## config.mk

```make
export PLATFORM = sky130hd
export DESIGN_NAME = nand_bank_ctrl
export DESIGN_NICKNAME = d
export VERILOG_FILES = /design/src/logic/nand_bank_pkg.sv /design/src/logic/nand_bank_ctrl.sv
export SDC_FILE = /design/constraint.sdc
export NUM_CORES = 1
export LEC_CHECK = 0
export ABC_AREA = 0
export BUFFER_PORTS_ARGS = -buffer_cell sky130_fd_sc_hd__buf_2
export CORE_MARGIN = 2
export CORE_UTILIZATION = 25
export DETAILED_ROUTE_END_ITERATION = 8
export SYNTH_ARGS = -nofsm -noshare
export SYNTH_HDL_FRONTEND = slang
export SYNTH_SLANG_ARGS = --single-unit
export TNS_END_PERCENT = 10
```

## constraint.sdc

```tcl
create_clock -name clk -period 8 [get_ports clk]
set_input_delay 0.8 -clock clk [delete_from_list [all_inputs] [get_ports clk]]
set_output_delay 0.8 -clock clk [all_outputs]
set_load 0.05 [all_outputs]
```

## src/logic/nand_bank_pkg.sv

```systemverilog
// Constants and carrier types for the NAND bank controller
package nand_bank_pkg;

	// =========================================================
	// Address decode
	localparam logic [3:0] BANK_A_SEL = 4'h7;
	localparam logic [3:0] BANK_B_SEL = 4'h8;
	localparam int BANK_SEL_HI = 31;
	localparam int BANK_SEL_LO = 28;
	localparam int SPACE_BIT = 27;
	localparam int UNUSED_HI = 26;
	localparam int UNUSED_LO = 18;
	localparam int AREA_HI = 17;
	localparam int AREA_LO = 16;
	localparam logic [1:0] AREA_DATA = 2'h0;
	localparam logic [1:0] AREA_CMD = 2'h1;

	// =========================================================
	// Strobe timing
	localparam int CLK_NS = 10;
	localparam int SETUP_NS = 10;
	localparam int STROBE_NS = 40;
	localparam int HOLD_NS = 10;
	localparam int SETUP_CYC = (SETUP_NS + CLK_NS - 1) / CLK_NS;
	localparam int STROBE_CYC = (STROBE_NS + CLK_NS - 1) / CLK_NS;
	localparam int HOLD_CYC = (HOLD_NS + CLK_NS - 1) / CLK_NS;
	// Ready input lags two sync stages; a fresh busy needs three cycles to show
	localparam int RB_SETTLE_CYC = 3;

	// =========================================================
	// Buffering and reset values
	localparam int FIFO_DEPTH = 8;
	localparam logic [31:0] RDATA_RESET = 32'h0000_0000;
	localparam logic [15:0] DOUT_RESET = 16'h0000;

	// One queued flash operation
	typedef struct packed {
		logic [1:0] area;
		logic bank;
		logic [1:0] size;
		logic [1:0] lane;
		logic wr;
		logic [31:0] data;
	} nand_op_t;

	typedef enum logic [2:0] {S_IDLE, S_WAITRB, S_SETUP, S_STROBE, S_HOLD} seq_state_t;
	typedef enum logic [1:0] {A_IDLE, A_WDATA, A_RD, A_ERR} ahb_state_t;

endpackage

```

## src/logic/nand_bank_ctrl.sv

```systemverilog
// NAND flash bank controller: AHB slave, write FIFO and flash cycle sequencer
// Function
// - Address line 17 is address latch
// - Address line 16 is command latch when line 17 is low
// - Two NAND banks, each own chip select
// - Sample ready/busy input from flash
// - One multiplexed bidirectional 8/16-bit bus
// - Split 32-bit access into device-width beats
// - Each bank window is 256 megabytes
// - Bank split into attribute and common halves
// - Only lowest 256K of each space used
// - Address bits 17:16 select area
// - Command-area write gives one command cycle
// - Address-area write gives one address cycle
// - Data area reused; flash increments column
// - Full address is four byte cycles
// - Everything clocked by the AHB clock
`timescale 1ns/1ps
`default_nettype none

// =========================================================
// Synchronous FIFO
module op_fifo #(
	parameter int WIDTH = 8,
	parameter int DEPTH = 8
) (
	input wire logic clk,
	input wire logic rst,
	input wire logic in_valid,
	output logic in_ready,
	input wire logic [WIDTH-1:0] in_data,
	output logic out_valid,
	input wire logic out_ready,
	output logic [WIDTH-1:0] out_data
);
	localparam int AW = $clog2(DEPTH);
	logic [WIDTH-1:0] mem [DEPTH];
	logic [AW:0] wptr_reg;
	logic [AW:0] rptr_reg;

	// Extra pointer bit tells full from empty
	assign in_ready = (wptr_reg ^ rptr_reg) != {1'b1, {AW{1'b0}}};
	assign out_valid = wptr_reg != rptr_reg;
	assign out_data = mem[rptr_reg[AW-1:0]];

	// Storage, written only on accepted pushes
	always_ff @(posedge clk) begin
		if (in_valid && in_ready) begin
			mem[wptr_reg[AW-1:0]] <= in_data;
		end
	end

	// Pointers
	always_ff @(posedge clk or posedge rst) begin
		if (rst) begin
			wptr_reg <= '0;
			rptr_reg <= '0;
		end else begin
			if (in_valid && in_ready) begin
				wptr_reg <= wptr_reg + 1'b1;
			end
			if (out_valid && out_ready) begin
				rptr_reg <= rptr_reg + 1'b1;
			end
		end
	end
endmodule

// =========================================================
// Top level
module nand_bank_ctrl
	import nand_bank_pkg::*;
(
	input wire logic clk,
	input wire logic rst,
	input wire logic hsel,
	input wire logic [31:0] haddr,
	input wire logic [1:0] htrans,
	input wire logic hwrite,
	input wire logic [2:0] hsize,
	input wire logic [31:0] hwdata,
	input wire logic hready,
	output logic hreadyout,
	output logic hresp,
	output logic [31:0] hrdata,
	input wire logic wide16,
	output logic addr_latch,
	output logic cmd_latch,
	output logic [1:0] bank_chip_select_n,
	output logic read_strobe_n,
	output logic write_strobe_n,
	output logic [15:0] nand_data_out,
	output logic nand_data_oe,
	input wire logic [15:0] nand_data_in,
	input wire logic flash_ready_busy_in
);
	ahb_state_t ahb_state_reg;
	seq_state_t seq_state_reg;
	nand_op_t req_reg, op_reg, fifo_out;
	logic push_valid, fifo_in_ready, fifo_out_valid, fifo_out_ready;
	logic rd_req_reg, rd_done_reg;
	logic [1:0] beats_reg, beat_reg;
	logic [2:0] tmr_reg;
	logic [31:0] rd_acc_reg;
	logic [15:0] din_meta_reg, din_sync_reg;
	logic rb_meta_reg, rb_sync_reg;
	logic hit, in_window, req_take;

	// Last beat index (beats minus one): zero for command/address, else bytes over width less one
	function automatic logic [1:0] beat_count(input logic [1:0] area, input logic [1:0] size,
			input logic w16);
		logic [2:0] bytes;
		bytes = 3'h1 << size;
		if (area != AREA_DATA || bytes == 3'h1 || (w16 && bytes == 3'h2)) begin
			beat_count = 2'h0;
		end else if (w16) begin
			beat_count = 2'h1;
		end else begin
			beat_count = 2'(bytes - 3'h1);
		end
	endfunction

	// =========================================================
	// Pin synchronisers
	always_ff @(posedge clk or posedge rst) begin
		if (rst) begin
			din_meta_reg <= DOUT_RESET;
			din_sync_reg <= DOUT_RESET;
			rb_meta_reg <= 1'b0;
			rb_sync_reg <= 1'b0;
		end else begin
			din_meta_reg <= nand_data_in;
			din_sync_reg <= din_meta_reg;
			rb_meta_reg <= flash_ready_busy_in;
			rb_sync_reg <= rb_meta_reg;
		end
	end

	// =========================================================
	// AHB slave
	// Bank windows of 256 MB; both halves decode alike, only low 256K live
	assign hit = hsel && htrans[1] && hready;
	assign in_window = (haddr[BANK_SEL_HI:BANK_SEL_LO] == BANK_A_SEL ||
		haddr[BANK_SEL_HI:BANK_SEL_LO] == BANK_B_SEL) &&
		haddr[UNUSED_HI:UNUSED_LO] == '0;

	// Every write pays at least one wait state so the pushed word is the real data
	always_ff @(posedge clk or posedge rst) begin
		if (rst) begin
			ahb_state_reg <= A_IDLE;
			hreadyout <= 1'b1;
			hresp <= 1'b0;
			hrdata <= RDATA_RESET;
			req_reg <= '0;
			rd_req_reg <= 1'b0;
		end else begin
			unique case (ahb_state_reg)
				A_IDLE: begin
					hresp <= 1'b0;
					if (hit) begin
						req_reg.area <= haddr[AREA_HI:AREA_LO];
						req_reg.bank <= haddr[BANK_SEL_LO] ^ BANK_A_SEL[0];
						req_reg.size <= hsize[1:0];
						req_reg.lane <= haddr[1:0];
						req_reg.wr <= hwrite;
						req_reg.data <= '0;
						if (!in_window) begin
							hreadyout <= 1'b0;
							hresp <= 1'b1;
							ahb_state_reg <= A_ERR;
						end else if (hwrite) begin
							hreadyout <= 1'b0;
							ahb_state_reg <= A_WDATA;
						end else if (haddr[AREA_HI:AREA_LO] == AREA_DATA) begin
							hreadyout <= 1'b0;
							rd_req_reg <= 1'b1;
							ahb_state_reg <= A_RD;
						end else begin
							hrdata <= RDATA_RESET; // Command/address areas read zero
						end
					end
				end
				A_WDATA: begin
					if (fifo_in_ready) begin
						hreadyout <= 1'b1;
						ahb_state_reg <= A_IDLE;
					end
				end
				A_RD: begin
					if (req_take) begin
						rd_req_reg <= 1'b0;
					end
					if (rd_done_reg) begin
						hrdata <= rd_acc_reg << {req_reg.lane, 3'h0};
						hreadyout <= 1'b1;
						ahb_state_reg <= A_IDLE;
					end
				end
				A_ERR: begin
					hreadyout <= 1'b1;
					ahb_state_reg <= A_IDLE;
				end
			endcase
		end
	end

	// =========================================================
	// Write queue; full FIFO holds the data phase
	assign push_valid = ahb_state_reg == A_WDATA;
	nand_op_t push_op;
	always_comb begin
		push_op = req_reg;
		push_op.data = hwdata >> {req_reg.lane, 3'h0};
	end

	op_fifo #(.WIDTH($bits(nand_op_t)), .DEPTH(FIFO_DEPTH)) u_fifo (
		.clk(clk),
		.rst(rst),
		.in_valid(push_valid),
		.in_ready(fifo_in_ready),
		.in_data(push_op),
		.out_valid(fifo_out_valid),
		.out_ready(fifo_out_ready),
		.out_data(fifo_out)
	);

	// =========================================================
	// Flash cycle sequencer; reads go only after queued writes drain
	assign fifo_out_ready = seq_state_reg == S_IDLE;
	assign req_take = seq_state_reg == S_IDLE && !fifo_out_valid && rd_req_reg;

	always_ff @(posedge clk or posedge rst) begin
		if (rst) begin
			seq_state_reg <= S_IDLE;
			op_reg <= '0;
			beats_reg <= 2'h0;
			beat_reg <= 2'h0;
			tmr_reg <= 3'h0;
			rd_acc_reg <= RDATA_RESET;
			rd_done_reg <= 1'b0;
		end else begin
			rd_done_reg <= 1'b0;
			unique case (seq_state_reg)
				S_IDLE: begin
					beat_reg <= 2'h0;
					tmr_reg <= 3'h0;
					if (fifo_out_valid || req_take) begin
						op_reg <= fifo_out_valid ? fifo_out : req_reg;
						beats_reg <= fifo_out_valid ?
							beat_count(fifo_out.area, fifo_out.size, wide16) :
							beat_count(req_reg.area, req_reg.size, wide16);
						rd_acc_reg <= RDATA_RESET;
						// Only data cycles wait; status/reset commands go while busy
						seq_state_reg <= ((fifo_out_valid ? fifo_out.area : req_reg.area)
							== AREA_DATA) ? S_WAITRB : S_SETUP;
					end
				end
				S_WAITRB: begin
					// Busy raised by the last strobe is not yet through the sync stages
					if (tmr_reg != 3'(RB_SETTLE_CYC - 1)) begin
						tmr_reg <= tmr_reg + 3'h1;
					end else if (rb_sync_reg) begin
						tmr_reg <= 3'h0;
						seq_state_reg <= S_SETUP;
					end
				end
				S_SETUP: begin
					tmr_reg <= tmr_reg + 3'h1;
					if (tmr_reg == 3'(SETUP_CYC - 1)) begin
						tmr_reg <= 3'h0;
						seq_state_reg <= S_STROBE;
					end
				end
				S_STROBE: begin
					tmr_reg <= tmr_reg + 3'h1;
					if (tmr_reg == 3'(STROBE_CYC - 1)) begin
						tmr_reg <= 3'h0;
						seq_state_reg <= S_HOLD;
					end
				end
				S_HOLD: begin
					tmr_reg <= tmr_reg + 3'h1;
					// Synced bus still shows the value from inside the strobe
					if (tmr_reg == 3'h0 && !op_reg.wr) begin
						if (wide16) begin
							rd_acc_reg[{beat_reg[0], 4'h0} +: 16] <= din_sync_reg;
						end else begin
							rd_acc_reg[{beat_reg, 3'h0} +: 8] <= din_sync_reg[7:0];
						end
					end
					if (tmr_reg == 3'(HOLD_CYC - 1)) begin
						tmr_reg <= 3'h0;
						if (beat_reg == beats_reg) begin
							rd_done_reg <= !op_reg.wr;
							seq_state_reg <= S_IDLE;
						end else begin
							beat_reg <= beat_reg + 2'h1;
							op_reg.data <= wide16 ? op_reg.data >> 16 : op_reg.data >> 8;
							seq_state_reg <= S_WAITRB;
						end
					end
				end
				default: seq_state_reg <= S_IDLE;
			endcase
		end
	end

	// =========================================================
	// Pin drivers, one cycle behind the sequencer state
	logic active;
	assign active = seq_state_reg inside {S_SETUP, S_STROBE, S_HOLD};

	always_ff @(posedge clk or posedge rst) begin
		if (rst) begin
			addr_latch <= 1'b0;
			cmd_latch <= 1'b0;
			bank_chip_select_n <= 2'h3;
			read_strobe_n <= 1'b1;
			write_strobe_n <= 1'b1;
			nand_data_out <= DOUT_RESET;
			nand_data_oe <= 1'b0;
		end else begin
			addr_latch <= active && op_reg.area[1];
			cmd_latch <= active && op_reg.area == AREA_CMD;
			bank_chip_select_n <= active ? ~(2'h1 << op_reg.bank) : 2'h3;
			read_strobe_n <= !(seq_state_reg == S_STROBE && !op_reg.wr);
			write_strobe_n <= !(seq_state_reg == S_STROBE && op_reg.wr);
			nand_data_oe <= active && op_reg.wr;
			// Command and address bytes drive the low lane only
			nand_data_out <= (wide16 && op_reg.area == AREA_DATA) ?
				op_reg.data[15:0] : {8'h00, op_reg.data[7:0]};
		end
	end
endmodule

`default_nettype wire

```

==> impl_metrics.csv <==
group,metric,value,unit
timing,fmaxAchievable,272,MHz
die,io_pins,149,
route,dr.first_iter.drc_count,851,
timing,min_period,3.67,ns
clocking,cts_made_buffers,48,
worst_setup_path,path_max_fanout,45,
timing,finalHoldViolations,0,
yosys,synth_area_leaders,"edfxtp_1, dfrtp_1, mux4_2",
yosys,synth_commonest_cells,"edfxtp_1, dfrtp_1, mux2i_1",
global_route,grt_pass1_vias,12000,
route,vias,11400,
power,leakage,8.83,nW
power,pwr_density_cell,364,mW/mm^2
layout,stdcell_area,0.0238,mm^2
route,vias_per_cell,4.57,
yosys,synth_fp_nets,1363,
placement,place_area,0.0222,mm^2
clocking,cts_buffer_depth,3,
yosys,ys_types,64,
worst_setup_path,rr_worst_depth,6,
power,fin_total_pwr,8.66,mW
layout,fillers,8034,
yosys,synth_top_area_share,45.0,%
yosys,syn_area,0.0203,mm^2
flow_run,cap_violations,0,
yosys,synth_edf_count,304,
route,ant_nets,0,
clocking,clock_sinks,493,
clocking,post_cts_buffers,0,
worst_setup_path,end_kind,"register",
clocking,path_clk_slew,0.06,ns
die,die_area,0.0834,mm^2
layout,instances_no_fill,2492,
yosys,yosys_warnings,0,
hold_path,min_path_cells,1,
hold_path,holdCritStartpoint,"nand_data_in[4]",
placement,routabilityCongestion,0.776,
yosys,yosysSeqAreaShare,68.3,%
layout,antennaDiodeCount,0,
global_route,grt_overflow,0,
hold_path,min_to,"din_meta_reg[4]",
layout,nets,1496,
die,die_x,289,um
die,rows,104,
worst_setup_path,cp_top_family,"buffers and inverters",
yosys,synth.largest_area_cell,"edfxtp_1",
timing,tns,0,ns
yosys,postSynthCellCount,1259,
die,core_area,0.0804,mm^2
route,dr.pass1.iters,5,
hold_path,hp-class,"in2reg",
worst_setup_path,reg2reg_to,"u_fifo.mem[4][7]",
worst_setup_path,worstSetupStartpointType,"register",
timing,fin_crit_sh,45.9,%
placement,dpl.hpwl,29600,um
die,die_y,289,um
route,wl_per_cell,19.7,um
worst_setup_path,worst-path-buf-inv,2,
yosys,ys.flop_type,"edfxtp_1",
worst_setup_path,cp.arrival,3.88,ns
layout,largest_reg_flops,304,
layout,drive_gt1_share,26.7,%
route,drc,0,
placement,io_buffers,131,
worst_setup_path,r2r_start,"u_fifo.rptr_reg[2]",
timing,setup_viol,0,
yosys,synthArstFlopShare,38.3,%
timing,skew,0.0226,ns
worst_setup_path,critPathRequiredTime,8.20,ns
worst_setup_path,slowest_stage,"buf_4",
worst_setup_path,reg2reg_slack,4.33,ns
global_route,grt_max_degree,129,
timing,tightest_slew,1.22,ns
clocking,clk_latency,0.58,ns
yosys,synth.most_common_cell,"edfxtp_1",
global_route,antenna_found_initial,3,
clocking,htree_levels,2,
timing,maxSlewHeadroom,18.5,%
die,initial_core_util,25.2,%
timing,slew_viol_final,0,
outcome,outcome,"finished, final reports clean",
placement,place_inst,2402,
worst_setup_path,crit_top_cell,"buf_4",
global_route,grt_usage,11.6,%
worst_setup_path,cpPeakStageDelay,0.74,ns
worst_setup_path,crit_type,"reg2reg",
clocking,hold_buffers,0,
global_route,grt_pass1_wl,74200,um
layout,fin_util,29.6,%
worst_setup_path,critical_path.cell_chain,"buf_4 -> xnor2_2 -> a41oi_1 -> nand2_1 -> nor3_2 -> buf_4",
layout,area_delta_synth_final,17.3,%
route,routed_wl,49200,um
clocking,cts_tree,"done",
clocking,root_buffer,"clkbuf_16",
clocking,post_cts_resized,0,
yosys,post_synth.cell_area_avg,16.1,um^2
power,ir_worst_vdd,0.000209,V
timing,rsz0062_at_grt,"no",
yosys,synth_seq_cells,493,
layout by cell type, fill, tap and decap left out, types with 22 or more instances in the layout:
master / n
edfxtp_1: 304
o21ai_0: 24
inv_1: 26
mux4_2: 73
nor2_1: 49
dfrtp_1: 179
buf_4: 22
o2bb2ai_1: 25
a21oi_1: 33
buf_2: 131
mux2_2: 30
nand2_1: 87
mux2i_1: 104
o21ai_1: 28
clkbuf_16: 52
power by group:
group / internal [mW] / total (mW) / switching, mW
logic: 1.08 / 2.81 / 1.73
clock network: 1.26 / 2.26 / 0.994
registers: 3.24 / 3.59 / 0.352
through the flow:
step | setup WS (ns) | hold WS, ns
finish | 4.33 | 0.335
global placement | 4.32 | 0.338
CTS | 4.28 | 0.303
detailed placement | 4.29 | 0.335
floorplan | 2.07 | 0.331
global route | 4.03 | 0.296
final cells by class:
type	count	area [um^2]	share of cell area, %
flip-flops and latches	493	13900	58.3
well taps	1060	1330	5.57
inverters	27	109	0.457
repair buffers	153	821	3.45
clock inverters	22	183	0.768
multi-input cells	669	6050	25.4
clock buffers	68	1430	6.01
kinds of logic (layout without fill, tap and decap cells):
kind of cell | Yosys count | in the layout | synth area share, %
AOI/OAI and AO/OA | 205 | 205 | 7.35
xor gates and xnor gates | 13 | 13 | 0.672
adders and majority gates | 12 | 12 | 0.740
DFF | 493 | 493 | 68.3
buffers and inverters | 97 | 270 | 2.13
muxes | 215 | 215 | 15.5
and+or+nand+nor | 224 | 224 | 5.28
layer usage:
metal | vias up | track usage [%] | share of wire [%]
li1 | 5089 | - | -
met1 | 5926 | 16.0 | 44
met2 | 313 | 19.5 | 49
met3 | 66 | 2.04 | 5.3
met4 | 4 | 2.07 | 1.5
met5 | - | 0 | 0.053
how the worst max path moves through the flow:
stage / cells after the start / endpoint / slack [ns] / from
after detailed placement: 6 / u_fifo.mem[4][0] / 4.29 / u_fifo.rptr_reg[2]
after global routing: 6 / u_fifo.mem[4][22] / 4.03 / u_fifo.rptr_reg[2]
after CTS: 6 / u_fifo.mem[4][7] / 4.28 / u_fifo.rptr_reg[2]
final: 6 / u_fifo.mem[4][7] / 4.33 / u_fifo.rptr_reg[2]
after floorplan: 1 / addr_latch / 2.07 / rst
after global placement: 6 / u_fifo.mem[4][0] / 4.32 / u_fifo.rptr_reg[2]
No activity file was read; power rests on OpenSTA's default activity.
